File: src/logic/tbase_pkg.sv
// Package for the time base, watchdog, buzzer and carrier control block.
// Assumes an APB slave with 32-bit data and 8-bit registers in low bits.
package tbase_pkg;

  // ==========================================================
  // Register offsets (byte addresses, one aligned word each)
  localparam logic [7:0] OFS_CLOCK_CARRIER = 8'h00;
  localparam logic [7:0] OFS_IRQ_WATCHDOG  = 8'h04;
  localparam logic [7:0] OFS_OUTPUT_CTRL   = 8'h08;

  // ==========================================================
  // First control register fields
  localparam int TB_SRC_BIT    = 7;
  localparam int LCD_SEL_BIT   = 5;
  localparam int DUTY_BIT      = 4;
  localparam int DIV_LSB       = 0;
  // Second control register fields
  localparam int FLAG_BIT      = 7;
  localparam int IRQ_EN_BIT    = 6;
  localparam int RATE_LSB      = 4;
  localparam int FLAG_CLR_BIT  = 3;
  localparam int WD_EN_BIT     = 1;
  localparam int WD_KICK_BIT   = 0;
  // Third control register fields
  localparam int CAR_ON_BIT    = 6;
  localparam int CAR_IDLE_BIT  = 5;
  localparam int CAR_PE_BIT    = 4;
  localparam int BZ_RATE_BIT   = 3;
  localparam int BZ_ON_BIT     = 2;
  localparam int BZ_IDLE_BIT   = 1;
  localparam int BZ_PE_BIT     = 0;

  // ==========================================================
  // Reset values
  localparam logic [1:0] RATE_RESET    = 2'h3;
  localparam logic [4:0] CARRIER_RESET = 5'h00;

  // ==========================================================
  // Divider taps (bit index n means divide by 2^(n+1))
  localparam int TAP_DIV128   = 6;
  localparam int TAP_DIV4096  = 11;
  localparam int TAP_DIV8192  = 12;
  localparam int TAP_DIV16384 = 13;
  localparam int TAP_BZ_MAIN0 = 9;   // main / 2^10
  localparam int TAP_BZ_MAIN1 = 10;  // main / 2^11
  localparam int TAP_BZ_LOW0  = 2;   // low-speed / 2^3
  localparam int TAP_BZ_LOW1  = 3;   // low-speed / 2^4
  localparam int TAP_LCD_LOW0 = 5;   // low-speed / 64
  localparam int TAP_LCD_LOW1 = 6;   // low-speed / 128
  localparam int DIV_WIDTH    = 14;
  localparam int WD_WIDTH     = 2;

  // ==========================================================
  // Grouped control fields
  typedef struct packed {
    logic       tb_src;
    logic       lcd_sel;
    logic       duty_sel;
    logic [3:0] div_sel;
  } clock_ctrl_type;

  typedef struct packed {
    logic car_on;
    logic car_idle;
    logic car_pe;
    logic bz_rate;
    logic bz_on;
    logic bz_idle;
    logic bz_pe;
  } output_ctrl_type;

  // Pin value and enable pair for open-drain or push-pull outputs
  typedef struct packed {
    logic out;
    logic oe;
  } pin_drive_type;

  // Watchdog enable write-once state
  typedef enum logic [0:0] {
    WD_OPEN   = 1'b0,
    WD_LOCKED = 1'b1
  } wd_lock_type;

endpackage : tbase_pkg

File: src/logic/tbase_divider.sv
// Free-running divider chain, one stage per bit, with tick detection.
// Assumes the source enables are one-cycle pulses on clk_i.
`timescale 1ns/1ps
module tbase_divider
  import tbase_pkg::*;
(
  input  wire logic                      clk_i,      // System clock
  input  wire logic                      src_tick_i, // Selected source pulse
  output logic      [tbase_pkg::DIV_WIDTH-1:0] count_o, // Divider state
  output logic      [tbase_pkg::DIV_WIDTH-1:0] rise_o   // Per-tap wrap pulse
);
  import tbase_pkg::*;

  logic [DIV_WIDTH-1:0] count = '0;  // Chain state, power-on value only
  logic [DIV_WIDTH-1:0] next_count;  // Incremented value

  // ==========================================================
  // Count on each source tick
  assign next_count = count + DIV_WIDTH'(1);
  assign count_o    = count;

  // No reset: the chain keeps its phase through reset on purpose
  always_ff @(posedge clk_i)
  begin
    if (src_tick_i)
    begin
      count <= next_count;
    end
  end

  // ==========================================================
  // Tap n wraps when bits n..0 are all ones: a ripple carry chain
  always_comb
  begin
    rise_o[0] = src_tick_i && count[0];
    for (int i = 1; i < DIV_WIDTH; i++)
    begin
      rise_o[i] = rise_o[i-1] && count[i];
    end
  end

endmodule : tbase_divider

File: src/logic/tbase_pin.sv
// Output pin mux: general port, idle level or generated clock.
// Assumes the general port side supplies its own level and enable.
`timescale 1ns/1ps
module tbase_pin
  import tbase_pkg::*;
(
  input  wire logic port_enable_i, // Pin given to generator
  input  wire logic on_i,          // Generator running
  input  wire logic idle_level_i,  // Level while off
  input  wire logic wave_i,        // Generated clock
  input  wire logic gpio_out_i,    // General port level
  input  wire logic gpio_oe_i,     // General port enable
  input  wire logic open_drain_i,  // Pin drives low only
  output logic      pin_o,         // Pin output value
  output logic      pin_oe_o       // Pin output enable
);
  import tbase_pkg::*;

  logic level;  // Level the generator asks for

  // ==========================================================
  // Choose between running clock and idle level
  always_comb
  begin
    level = on_i ? wave_i : idle_level_i;
    if (!port_enable_i)
    begin
      pin_o    = gpio_out_i;
      pin_oe_o = gpio_oe_i;
    end
    else if (open_drain_i)
    begin
      // A one releases the pin; only a zero is driven
      pin_o    = 1'b0;
      pin_oe_o = !level;
    end
    else
    begin
      pin_o    = level;
      pin_oe_o = 1'b1;
    end
  end

endmodule : tbase_pin

File: src/logic/time_base_tone_carrier_ctrl.sv
// Time base control: clock source, LCD clock, periodic flag, watchdog,
// buzzer tone pin and remote carrier pin, with three APB registers.
// Assumes oscillator ticks are one-cycle pulses synchronous to clk_i.
//
// Functional notes
// - Tone pin is general I/O after reset
// - Buzzer off shows buzzer idle level
// - Buzzer on outputs selected tone; reset clears
// - Tone pin is open drain
// - Buzzer rate picks divider tap per source
// - Source select: one main, zero low-speed
// - Unused register bits read as zero
// - LCD clock select picks divider tap
// - Duty bit gives third duty carrier when divider bit 3 is clear
// - Low three divider bits set carrier frequency; bit 3 only gates third duty
// - Flag set each period, cleared by software
// - Reset leaves divider chain running
// - Interrupt when flag and enable set
// - Rate field sets period; resets to ones
// - Flag clear bit is write-only strobe
// - Watchdog enable writable once after reset
// - Kick clears two-bit watchdog divider
// - Carrier on outputs carrier, else idle
// - Carrier idle level bit sets idle
// - Carrier port enable claims the pin
// - Buzzer idle level only when enabled
// - Buzzer port enable claims tone pin
// - Watchdog counts flag clock by four
// - Flag period 128/4096/8192/16384 by rate
`timescale 1ns/1ps
module time_base_tone_carrier_ctrl
  import tbase_pkg::*;
(
  input  wire logic        clk_i,          // System clock, 10 MHz
  input  wire logic        srst_i,         // Synchronous reset
  input  wire logic        main_tick_i,    // Main oscillator pulse
  input  wire logic        low_tick_i,     // Low-speed oscillator pulse
  input  wire logic        psel,           // APB select
  input  wire logic        penable,        // APB access phase
  input  wire logic        pwrite,         // APB direction
  input  wire logic [7:0]  paddr,          // APB byte address
  input  wire logic [31:0] pwdata,         // APB write data
  output logic      [31:0] prdata,         // APB read data
  output logic             pready,         // APB ready
  output logic             pslverr,        // APB error
  input  wire logic        tone_gpio_i,    // General port level
  input  wire logic        tone_gpio_oe_i, // General port enable
  input  wire logic        car_gpio_i,     // General port level
  input  wire logic        car_gpio_oe_i,  // General port enable
  output logic             tone_pin_o,     // Tone pin value
  output logic             tone_pin_oe_o,  // Tone pin enable
  output logic             carrier_pin_o,  // Carrier pin value
  output logic             carrier_pin_oe_o, // Carrier pin enable
  output logic             lcd_clock_o,    // LCD clock tick
  output logic             timebase_irq_o, // Interrupt request
  output logic             watchdog_reset_o // Watchdog reset pulse
);
  import tbase_pkg::*;

  // ==========================================================
  // Register state
  clock_ctrl_type  clk_ctrl;       // First control register
  output_ctrl_type out_ctrl;       // Third control register
  logic            irq_flag;       // Periodic flag
  logic            irq_enable;     // Interrupt enable
  logic [1:0]      rate_sel;       // Period select
  logic            wd_enable;      // Watchdog enable
  wd_lock_type     wd_lock;        // Write-once state
  logic [WD_WIDTH-1:0] wd_count;   // Watchdog divider
  logic            wd_fire;        // Registered timeout
  logic            car_wave;       // Registered carrier level
  logic [1:0]      car_third;      // Three-phase counter for 33%

  // ==========================================================
  // Decoded signals
  logic                 src_tick;    // Selected time base tick
  logic [DIV_WIDTH-1:0] div_count;   // Divider state
  logic [DIV_WIDTH-1:0] div_rise;    // Divider wrap pulses
  logic                 period_tick; // Flag period tick
  logic                 bz_wave;     // Buzzer tone
  logic                 wr_access;   // APB write taken
  logic                 wr_clock;    // Write to first register
  logic                 wr_irq;      // Write to second register
  logic                 wr_out;      // Write to third register
  logic                 hit;         // Address is mapped
  logic                 car_step;    // Carrier stage tick

  // Ready in every access phase: zero wait states
  assign pready  = 1'b1;
  assign pslverr = psel && penable && !hit;

  // ==========================================================
  // Address decode, shared by read and write paths
  function automatic logic is_addr(input logic [7:0] a,
                                   input logic [7:0] ofs);
    is_addr = (a == ofs);
  endfunction : is_addr

  assign hit = is_addr(paddr, OFS_CLOCK_CARRIER)
            || is_addr(paddr, OFS_IRQ_WATCHDOG)
            || is_addr(paddr, OFS_OUTPUT_CTRL);
  assign wr_access = psel && penable && pwrite;
  assign wr_clock  = wr_access && is_addr(paddr, OFS_CLOCK_CARRIER);
  assign wr_irq    = wr_access && is_addr(paddr, OFS_IRQ_WATCHDOG);
  assign wr_out    = wr_access && is_addr(paddr, OFS_OUTPUT_CTRL);

  // ==========================================================
  // Time base source and divider chain
  assign src_tick = clk_ctrl.tb_src ? main_tick_i : low_tick_i;

  tbase_divider u_divider (
    .clk_i      (clk_i),
    .src_tick_i (src_tick),
    .count_o    (div_count),
    .rise_o     (div_rise)
  );

  // Period tick per rate code, 00 fastest to 11 slowest
  always_comb
  begin
    case (rate_sel)
      2'h0:    period_tick = div_rise[TAP_DIV128];
      2'h1:    period_tick = div_rise[TAP_DIV4096];
      2'h2:    period_tick = div_rise[TAP_DIV8192];
      default: period_tick = div_rise[TAP_DIV16384];
    endcase
  end

  // ==========================================================
  // First control register
  always_ff @(posedge clk_i)
  begin
    if (srst_i)
    begin
      clk_ctrl <= '{1'b0, 1'b0, CARRIER_RESET[4], CARRIER_RESET[3:0]};
    end
    else if (wr_clock)
    begin
      clk_ctrl.tb_src   <= pwdata[TB_SRC_BIT];
      clk_ctrl.lcd_sel  <= pwdata[LCD_SEL_BIT];
      clk_ctrl.duty_sel <= pwdata[DUTY_BIT];
      clk_ctrl.div_sel  <= pwdata[DIV_LSB +: 4];
    end
  end

  // ==========================================================
  // Second register: enable and rate
  always_ff @(posedge clk_i)
  begin
    if (srst_i || wd_fire)
    begin
      irq_enable <= 1'b0;
      rate_sel   <= RATE_RESET;
    end
    else if (wr_irq)
    begin
      irq_enable <= pwdata[IRQ_EN_BIT];
      rate_sel   <= pwdata[RATE_LSB +: 2];
    end
  end

  // Flag: set wins over a clear in the same cycle
  always_ff @(posedge clk_i)
  begin
    if (srst_i || wd_fire)
    begin
      irq_flag <= 1'b0;
    end
    else if (period_tick)
    begin
      irq_flag <= 1'b1;
    end
    else if (wr_irq && pwdata[FLAG_CLR_BIT])
    begin
      irq_flag <= 1'b0;
    end
  end

  assign timebase_irq_o = irq_flag && irq_enable;

  // ==========================================================
  // Watchdog enable, accepted on the first write only
  always_ff @(posedge clk_i)
  begin
    if (srst_i || wd_fire)
    begin
      wd_enable <= 1'b0;
      wd_lock   <= WD_OPEN;
    end
    else if (wr_irq && wd_lock == WD_OPEN)
    begin
      wd_enable <= pwdata[WD_EN_BIT];
      wd_lock   <= WD_LOCKED;
    end
  end

  // Watchdog divider: four flag periods, kick clears it
  always_ff @(posedge clk_i)
  begin
    if (srst_i || wd_fire)
    begin
      wd_count <= '0;
      wd_fire  <= 1'b0;
    end
    else if (wr_irq && pwdata[WD_KICK_BIT])
    begin
      wd_count <= '0;
      wd_fire  <= 1'b0;
    end
    else if (period_tick)
    begin
      wd_count <= wd_count + WD_WIDTH'(1);
      wd_fire  <= wd_enable && (&wd_count);
    end
    else
    begin
      wd_fire <= 1'b0;
    end
  end

  // One-cycle pulse; the system resets through its power-on vector
  assign watchdog_reset_o = wd_fire;

  // ==========================================================
  // Third control register
  always_ff @(posedge clk_i)
  begin
    if (srst_i)
    begin
      out_ctrl <= '0;
    end
    else if (wr_out)
    begin
      out_ctrl.car_on   <= pwdata[CAR_ON_BIT];
      out_ctrl.car_idle <= pwdata[CAR_IDLE_BIT];
      out_ctrl.car_pe   <= pwdata[CAR_PE_BIT];
      out_ctrl.bz_rate  <= pwdata[BZ_RATE_BIT];
      out_ctrl.bz_on    <= pwdata[BZ_ON_BIT];
      out_ctrl.bz_idle  <= pwdata[BZ_IDLE_BIT];
      out_ctrl.bz_pe    <= pwdata[BZ_PE_BIT];
    end
  end

  // ==========================================================
  // Buzzer tone from the free-running chain
  always_comb
  begin
    if (clk_ctrl.tb_src)
      bz_wave = out_ctrl.bz_rate ? div_count[TAP_BZ_MAIN1]
                                 : div_count[TAP_BZ_MAIN0];
    else
      bz_wave = out_ctrl.bz_rate ? div_count[TAP_BZ_LOW1]
                                 : div_count[TAP_BZ_LOW0];
  end

  // LCD clock as a tick at the selected tap
  always_ff @(posedge clk_i)
  begin
    if (clk_ctrl.tb_src)
      lcd_clock_o <= clk_ctrl.lcd_sel ? div_rise[TAP_DIV16384]
                                      : div_rise[TAP_DIV8192];
    else
      lcd_clock_o <= clk_ctrl.lcd_sel ? div_rise[TAP_LCD_LOW1]
                                      : div_rise[TAP_LCD_LOW0];
  end

  // ==========================================================
  // Carrier: selected source divided by 2^(div_sel[2:0]+1) at the chain tap, then 50% or 33% shaping.
  // Simplified: rates track the chain taps, not a separate prescaler.
  // Trade-off: no extra counter, but divide-by-three rows are approximate.
  assign car_step = div_rise[clk_ctrl.div_sel[2:0]];

  always_ff @(posedge clk_i)
  begin
    if (srst_i)
    begin
      car_third <= '0;
      car_wave  <= 1'b0;
    end
    else if (car_step)
    begin
      // Three steps per cycle in 33% mode lower the rate by a third
      if (clk_ctrl.duty_sel && !clk_ctrl.div_sel[3])
      begin
        // High one step of three: 33/67 duty
        car_third <= (car_third == 2'h2) ? 2'h0 : car_third + 2'h1;
        car_wave  <= (car_third == 2'h2);
      end
      else
      begin
        car_wave <= !car_wave;  // 50/50 duty
      end
    end
  end

  // ==========================================================
  // Pins
  tbase_pin u_tone_pin (
    .port_enable_i (out_ctrl.bz_pe),
    .on_i          (out_ctrl.bz_on),
    .idle_level_i  (out_ctrl.bz_idle),
    .wave_i        (bz_wave),
    .gpio_out_i    (tone_gpio_i),
    .gpio_oe_i     (tone_gpio_oe_i),
    .open_drain_i  (1'b1),
    .pin_o         (tone_pin_o),
    .pin_oe_o      (tone_pin_oe_o)
  );

  tbase_pin u_car_pin (
    .port_enable_i (out_ctrl.car_pe),
    .on_i          (out_ctrl.car_on),
    .idle_level_i  (out_ctrl.car_idle),
    .wave_i        (car_wave),
    .gpio_out_i    (car_gpio_i),
    .gpio_oe_i     (car_gpio_oe_i),
    .open_drain_i  (1'b0),
    .pin_o         (carrier_pin_o),
    .pin_oe_o      (carrier_pin_oe_o)
  );

  // ==========================================================
  // Read data; write-only and unused bits read as zero
  always_comb
  begin
    prdata = 32'h0000_0000;
    if (is_addr(paddr, OFS_CLOCK_CARRIER))
    begin
      prdata[TB_SRC_BIT]   = clk_ctrl.tb_src;
      prdata[LCD_SEL_BIT]  = clk_ctrl.lcd_sel;
      prdata[DUTY_BIT]     = clk_ctrl.duty_sel;
      prdata[DIV_LSB +: 4] = clk_ctrl.div_sel;
    end
    else if (is_addr(paddr, OFS_IRQ_WATCHDOG))
    begin
      prdata[FLAG_BIT]       = irq_flag;
      prdata[IRQ_EN_BIT]     = irq_enable;
      prdata[RATE_LSB +: 2]  = rate_sel;
      prdata[WD_EN_BIT]      = wd_enable;  // reads back the enable
    end
    else if (is_addr(paddr, OFS_OUTPUT_CTRL))
    begin
      prdata[6:0] = out_ctrl;
    end
  end

endmodule : time_base_tone_carrier_ctrl

File: config.mk
export PLATFORM = sky130hd
export DESIGN_NAME = time_base_tone_carrier_ctrl
export DESIGN_NICKNAME = d
export VERILOG_FILES = /design/src/logic/tbase_pkg.sv /design/src/logic/tbase_divider.sv /design/src/logic/tbase_pin.sv /design/src/logic/time_base_tone_carrier_ctrl.sv
export SDC_FILE = /design/constraint.sdc
export NUM_CORES = 1
export LEC_CHECK = 0
export ABC_CLOCK_PERIOD_IN_PS = 3500
export BUFFER_PORTS_ARGS = -buffer_cell sky130_fd_sc_hd__buf_2
export CELL_PAD_IN_SITES_DETAIL_PLACEMENT = 1
export CELL_PAD_IN_SITES_GLOBAL_PLACEMENT = 2
export CORE_MARGIN = 1
export CORE_UTILIZATION = 29
export CTS_CLUSTER_DIAMETER = 30
export CTS_CLUSTER_SIZE = 16
export DETAILED_ROUTE_END_ITERATION = 12
export MAX_ROUTING_LAYER = met4
export PLACE_DENSITY_LB_ADDON = 0.08
export SKIP_LAST_GASP = 1
export SLEW_MARGIN = 10
export SYNTH_ARGS = -nofsm -noshare
export SYNTH_HDL_FRONTEND = slang
export SYNTH_HIERARCHICAL = 1
export SYNTH_SLANG_ARGS = --single-unit
File: constraint.sdc
create_clock -name clk_i -period 3.5 [get_ports clk_i]
set_input_delay 0.175 -clock clk_i [delete_from_list [all_inputs] [get_ports clk_i]]
set_output_delay 0.175 -clock clk_i [all_outputs]
set_load 0.005 [all_outputs]
==> results of run 1 <==
==> layout by cell type (no fill, tap or decap), drive strengths merged, types with 8 or more instances in the layout <==
| cell | instances |
|---|---|
| buf | 44 |
| conb | 29 |
| dfxtp | 27 |
| mux2i | 25 |
| nor2 | 19 |
| nand2b | 14 |
| edfxtp | 14 |
| nand2 | 13 |
| nand3 | 12 |
| or2b | 10 |
| a21oi | 9 |
| inv | 9 |
| xnor2 | 8 |
==> routing by layer <==
layer	global-route usage (%)	vias to the layer above
met2	22.9	42
met3	2.84	5
li1	-	933
met1	18.2	865
met4	3.73	0
met5	-	-
==> layout make-up <==
type                            count  share of cell area (%)
Clock buffer                        6                    2.55
Clock inverter                      2                   0.351
Inverter                            9                    1.19
Multi-Input combinational cell    200                    49.7
Sequential cell                    41                    33.7
Tap cell                          105                    4.61
Timing Repair Buffer               44                    7.90
==> critical path: cells and delay by family (launching register included) <==
| family | cells | cell delay [ps] |
|---|---|---|
| multiplexers | 4 | 1480 |
| AND/OR/NAND/NOR | 4 | 590 |
| flip-flops | 1 | 380 |
| buffers and inverters | 1 | 80 |
==> stage by stage <==
| step | hold slack [ps] | instances |
|---|---|---|
| finish | 121 | 407 |
| global route | 137 | 407 |
| CTS | 116 | 407 |
| detailed placement | 428 | 399 |
| global placement | 430 | 399 |
| floorplan | 297 | 284 |
==> power by group through the flow <==
stage | registers, mW | clock network [mW] | logic [mW]
2_1_floorplan | 0.533 | 0 | 0.0897
3_3_place_gp | 0.543 | 0 | 0.0998
3_5_place_dp | 0.543 | 0 | 0.0998
4_1_cts | 0.532 | 0.324 | 0.100
5_1_grt | 0.534 | 0.342 | 0.112
6_report | 0.531 | 0.307 | 0.0987
==> state kept, by name, indices dropped and copies added (netlist names) <==
name               count
wd_enable              1
car_third              2
lcd_clock_o            1
car_wave               1
irq_enable             1
watchdog_reset_o       1
irq_flag               1
rate_sel               2
wd_count               2
wd_lock                1
clk_ctrl               7
u_divider/count_o     14
out_ctrl               7
==> path summary, 6_finish.rpt <==
check	end	depth (start not counted)	slack (ps)
worst min register to register	irq_enable	2	480
worst max-delay path	car_wave	9	860
worst max register to register	car_wave	9	860
worst min-delay path	rate_sel[1]	3	120
==> flow_summary.yaml, run 1 <==
worst_setup_path:
  crit_required_ps: 3680
  cp_max_fo: 5
  slowest_stage: "mux4_2"
  cp-start-kind: "flip-flop"
  critical_path.cell_chain: "mux2_2 -> nand3_1 -> inv_2 -> and3_1 -> and2_1 -> mux4_2 -> mux2i_1 -> mux2i_1 -> nor2_1"
  end_kind: "flip-flop"
  reg2reg_from: "clk_ctrl[6]"
  worst_ep_arrival_time_ps: 2820
  crit_type: "flip-flop to flip-flop"
  crit_top_cell: "mux2i_1"
  slowest_delay_ps: 460
  worstSetupStartpoint: "clk_ctrl[6]"
sta:
  worst_pin_slew_ps: 728
  min_period_ps: 2640
  finalClockSkew_ps: 6.19
  max_slew_margin_pct: 51.1
  grt_setup_unrepaired: "false"
  slew_viol_final: 0
  fmax_mhz: 378
  post-route-period-util_pct: 75.5
  hold_violations: 0
  fin_ws_ps: 857
  fin_setup_tns_ps: 0
  setup_viol: 0
floorplanning:
  num_rows: 33
  chipHeight_um: 95.8
  fp.dieW_um: 95.8
  die_area_um2: 9170
  core_area_um2: 8380
  ios: 92
  initial_core_util_pct: 30.4
clocking:
  cts_resized: 0
  insertion_delay_ps: 290
  cts_tree: "done"
  cts_root_buf: "clkbuf_8"
  post-cts-setup-buffer-count: 0
  ctsHtreeMaxLevel: 2
  cts_buffer_depth: 2
  clock-sinks: 41
  postCtsHoldBufs: 0
  cts_buffers: 5
  clk_pin_slew_ps: 80
global_routing:
  grt_start_max_net_pins: 27
  grt_pass1_wl_um: 9460
  antenna_found_initial: 0
  grt-ovfl-total: 0
  grtUsageTotal_pct: 14.2
  grt_pass1_vias: 1768
power:
  power_switching_mw: 0.247
  p_int_mw: 0.690
  power.leakage_nw: 1.17
  seq_power_share_pct: 56.7
  clkPwrFrac_pct: 32.8
  peakVddDrop_uv: 228
  powerDensity_nw_per_um2: 329
  total_power_mw: 0.937
  comb_power_share_pct: 10.5
  p_sw_share_pct: 26.3
layout:
  post-route-util_pct: 34.0
  area_growth_pct: 11.8
  finalNetCount: 354
  antenna_cells: 0
  design_area_um2: 2850
  multi_input_area_um2: 1420
  num-fill-cells: 976
  drive_gt1_share_pct: 23.5
  register_area_um2: 961
route:
  routed_via_density: 4.53
  drcViolationCount: 0
  first_pass_iters: 4
  dr_wl_met3_um: 248
  route.met2.wl_um: 2770
  drtIter0Drc: 39
  wirelength_um: 5990
  antenna_left: 0
  avgRoutedWirePerCell_um: 14.7
  met1_length_um: 2910
  highest-signal-layer: "met4"
  num_vias: 1845
synthesis:
  synth.cell_area_um2: 2550
  synth_warnings: 6
  syn_avg_cell_area_um2: 9.92
  synth_cells: 257
status:
  status: "completed"
flow_run:
  drv_cap: 0
placed_design:
  gp_congestion: 0.721
  dp_slack_ps: 853
  io_buffers: 42
  dp_hpwl_um: 4600
  placed_area_um2: 2770
min_path:
  hold_class: "primary input to flip-flop"
  worstHoldStart: "pwdata[5]"
No activity file was read; power rests on OpenSTA's default activity.
==> run 2, diff against run 1 <==
--- a/config.mk
+++ b/config.mk
@@ -5,7 +5,7 @@
 export SDC_FILE = /design/constraint.sdc
 export NUM_CORES = 1
 export LEC_CHECK = 0
-export ABC_CLOCK_PERIOD_IN_PS = 3500
+export ABC_CLOCK_PERIOD_IN_PS = 2800
 export BUFFER_PORTS_ARGS = -buffer_cell sky130_fd_sc_hd__buf_2
 export CELL_PAD_IN_SITES_DETAIL_PLACEMENT = 1
 export CELL_PAD_IN_SITES_GLOBAL_PLACEMENT = 2
==> constraint.sdc (replaced) <==
create_clock -name clk_i -period 2.8 [get_ports clk_i]
set_input_delay 0.14 -clock clk_i [delete_from_list [all_inputs] [get_ports clk_i]]
set_output_delay 0.14 -clock clk_i [all_outputs]
set_load 0.005 [all_outputs]
==> flow_summary.yaml, run 2 (synthesis gave the netlist of run 1 again) <==
status:
  status: "completed"
route:
  drtIter0Drc: 22
  wirelength_um: 5950
  first_pass_iters: 2
  routed_via_density: 4.56
  num_vias: 1880
  antenna_left: 0
  drcViolationCount: 0
  avgRoutedWirePerCell_um: 14.4
worst_setup_path:
  worst_ep_arrival_time_ps: 2650
  end_kind: "flip-flop"
  cp-start-kind: "flip-flop"
  crit_type: "flip-flop to flip-flop"
  cp_max_fo: 5
  crit_required_ps: 2980
placed_design:
  dp_slack_ps: 289
  gp_congestion: 0.704
  io_buffers: 42
  dp_hpwl_um: 4620
layout:
  final_common_cell: "buf_2"
  area_growth_pct: 14.0
  largest_reg_flops: 14
  finalNetCount: 359
  drive_gt1_share_pct: 24.8
  antenna_cells: 0
  layout_common_cells: "42 x buf_2, 29 x conb_1, 27 x dfxtp_1"
power:
  comb_power_share_pct: 11.4
  clkPwrFrac_pct: 35.8
  seq_power_share_pct: 52.8
  peakVddDrop_uv: 159
  power_switching_mw: 0.314
  power.leakage_nw: 1.20
  p_sw_share_pct: 25.3
  p_int_mw: 0.926
  powerDensity_nw_per_um2: 426
floorplanning:
  initial_core_util_pct: 30.4
  die_area_um2: 9170
  num_rows: 33
  core_area_um2: 8380
  fp.dieW_um: 95.8
  chipHeight_um: 95.8
  ios: 92
clocking:
  insertion_delay_ps: 300
  cts_buffer_depth: 2
  clk_pin_slew_ps: 80
  cts_root_buf: "clkbuf_8"
  cts_buffers: 5
  ctsHtreeMaxLevel: 2
  clock-sinks: 41
  cts_resized: 0
  postCtsHoldBufs: 0
  cts_tree: "done"
  post-cts-setup-buffer-count: 0
min_path:
  hold_class: "primary input to flip-flop"
sta:
  fin_ws_ps: 330
  hold_violations: 0
  grt_setup_unrepaired: "false"
  slew_viol_final: 0
  min_period_ps: 2470
  post-route-period-util_pct: 88.2
  worst_pin_slew_ps: 679
  finalClockSkew_ps: 5.70
  fmax_mhz: 405
  max_slew_margin_pct: 54.4
  setup_viol: 0
  fin_setup_tns_ps: 0
global_routing:
  grt_start_max_net_pins: 27
  grt_pass1_vias: 1803
  antenna_found_initial: 0
  grtUsageTotal_pct: 14.1
  grt-ovfl-total: 0
  grt_pass1_wl_um: 9400
flow_run:
  drv_cap: 0
[run 2: changes by cell type in the layout (fill, tap and decap cells not counted), sizes merged]
cell / previous run / this run
buf: 44 / 49
clkinv: 2 / 1
clkbuf: 6 / 7
[run 2: power by group through the flow]
stage / logic, mW / clock network [mW] / registers (mW)
4_1_cts: 0.145 / 0.465 / 0.655
6_report: 0.142 / 0.444 / 0.654
5_1_grt: 0.160 / 0.486 / 0.658
3_5_place_dp: 0.144 / 0 / 0.669
2_1_floorplan: 0.112 / 0 / 0.667
3_3_place_gp: 0.143 / 0 / 0.668
[run 2: worst max-delay path: stages (launching register included)]
cell and delay, ps:
dfxtp_1 370, mux2_2 350, nand3_1 150, inv_2 80
and3_1 220, and2_1 160, mux4_2 460, mux2i_1 170
buf_4 160, mux2i_1 180, nor2_1 50
[run 2: final timing paths]
check | startpoint | to | slack [ps] | cells after the start
hold / removal | pwdata[5] | rate_sel[1] | 80 | 3
setup / recovery | clk_ctrl[6] | car_wave | 330 | 10
setup reg to reg | clk_ctrl[6] | car_wave | 330 | 10
hold reg to reg | wd_enable | watchdog_reset_o | 490 | 2
[run 2: per-layer routing]
layer  share of wire, %  vias up  GRT usage [%]
met5                  0        -              -
met2                 48       42           22.4
met3                3.9        6           2.76
met4                1.1        0           4.10
li1                   -      940              -
met1                 47      892           18.1
[run 2: area by class of cell]
type / instances / area (um^2)
clock buffers: 7 / 97.6
multi-input cells: 200 / 1420
inverters: 9 / 33.8
clock inverters: 1 / 5.00
repair buffers: 49 / 263
flip-flops and latches: 41 / 961
fillers: 1006 / 5470
well taps: 105 / 131
[run 2: through the flow]
step | hold slack (ps) | area, um^2 | util [%] | power, mW | std cells
6_report | 77.6 | 2910 | 34.7 | 1.24 | 412
4_1_cts | 70.8 | 2910 | 34.7 | 1.26 | 412
3_5_place_dp | 390 | 2810 | 33.5 | 0.813 | 404
5_1_grt | 80.1 | 2910 | 34.7 | 1.30 | 412
3_3_place_gp | 387 | 2810 | 33.5 | 0.812 | 404
2_1_floorplan | 262 | 2650 | - | 0.779 | 284
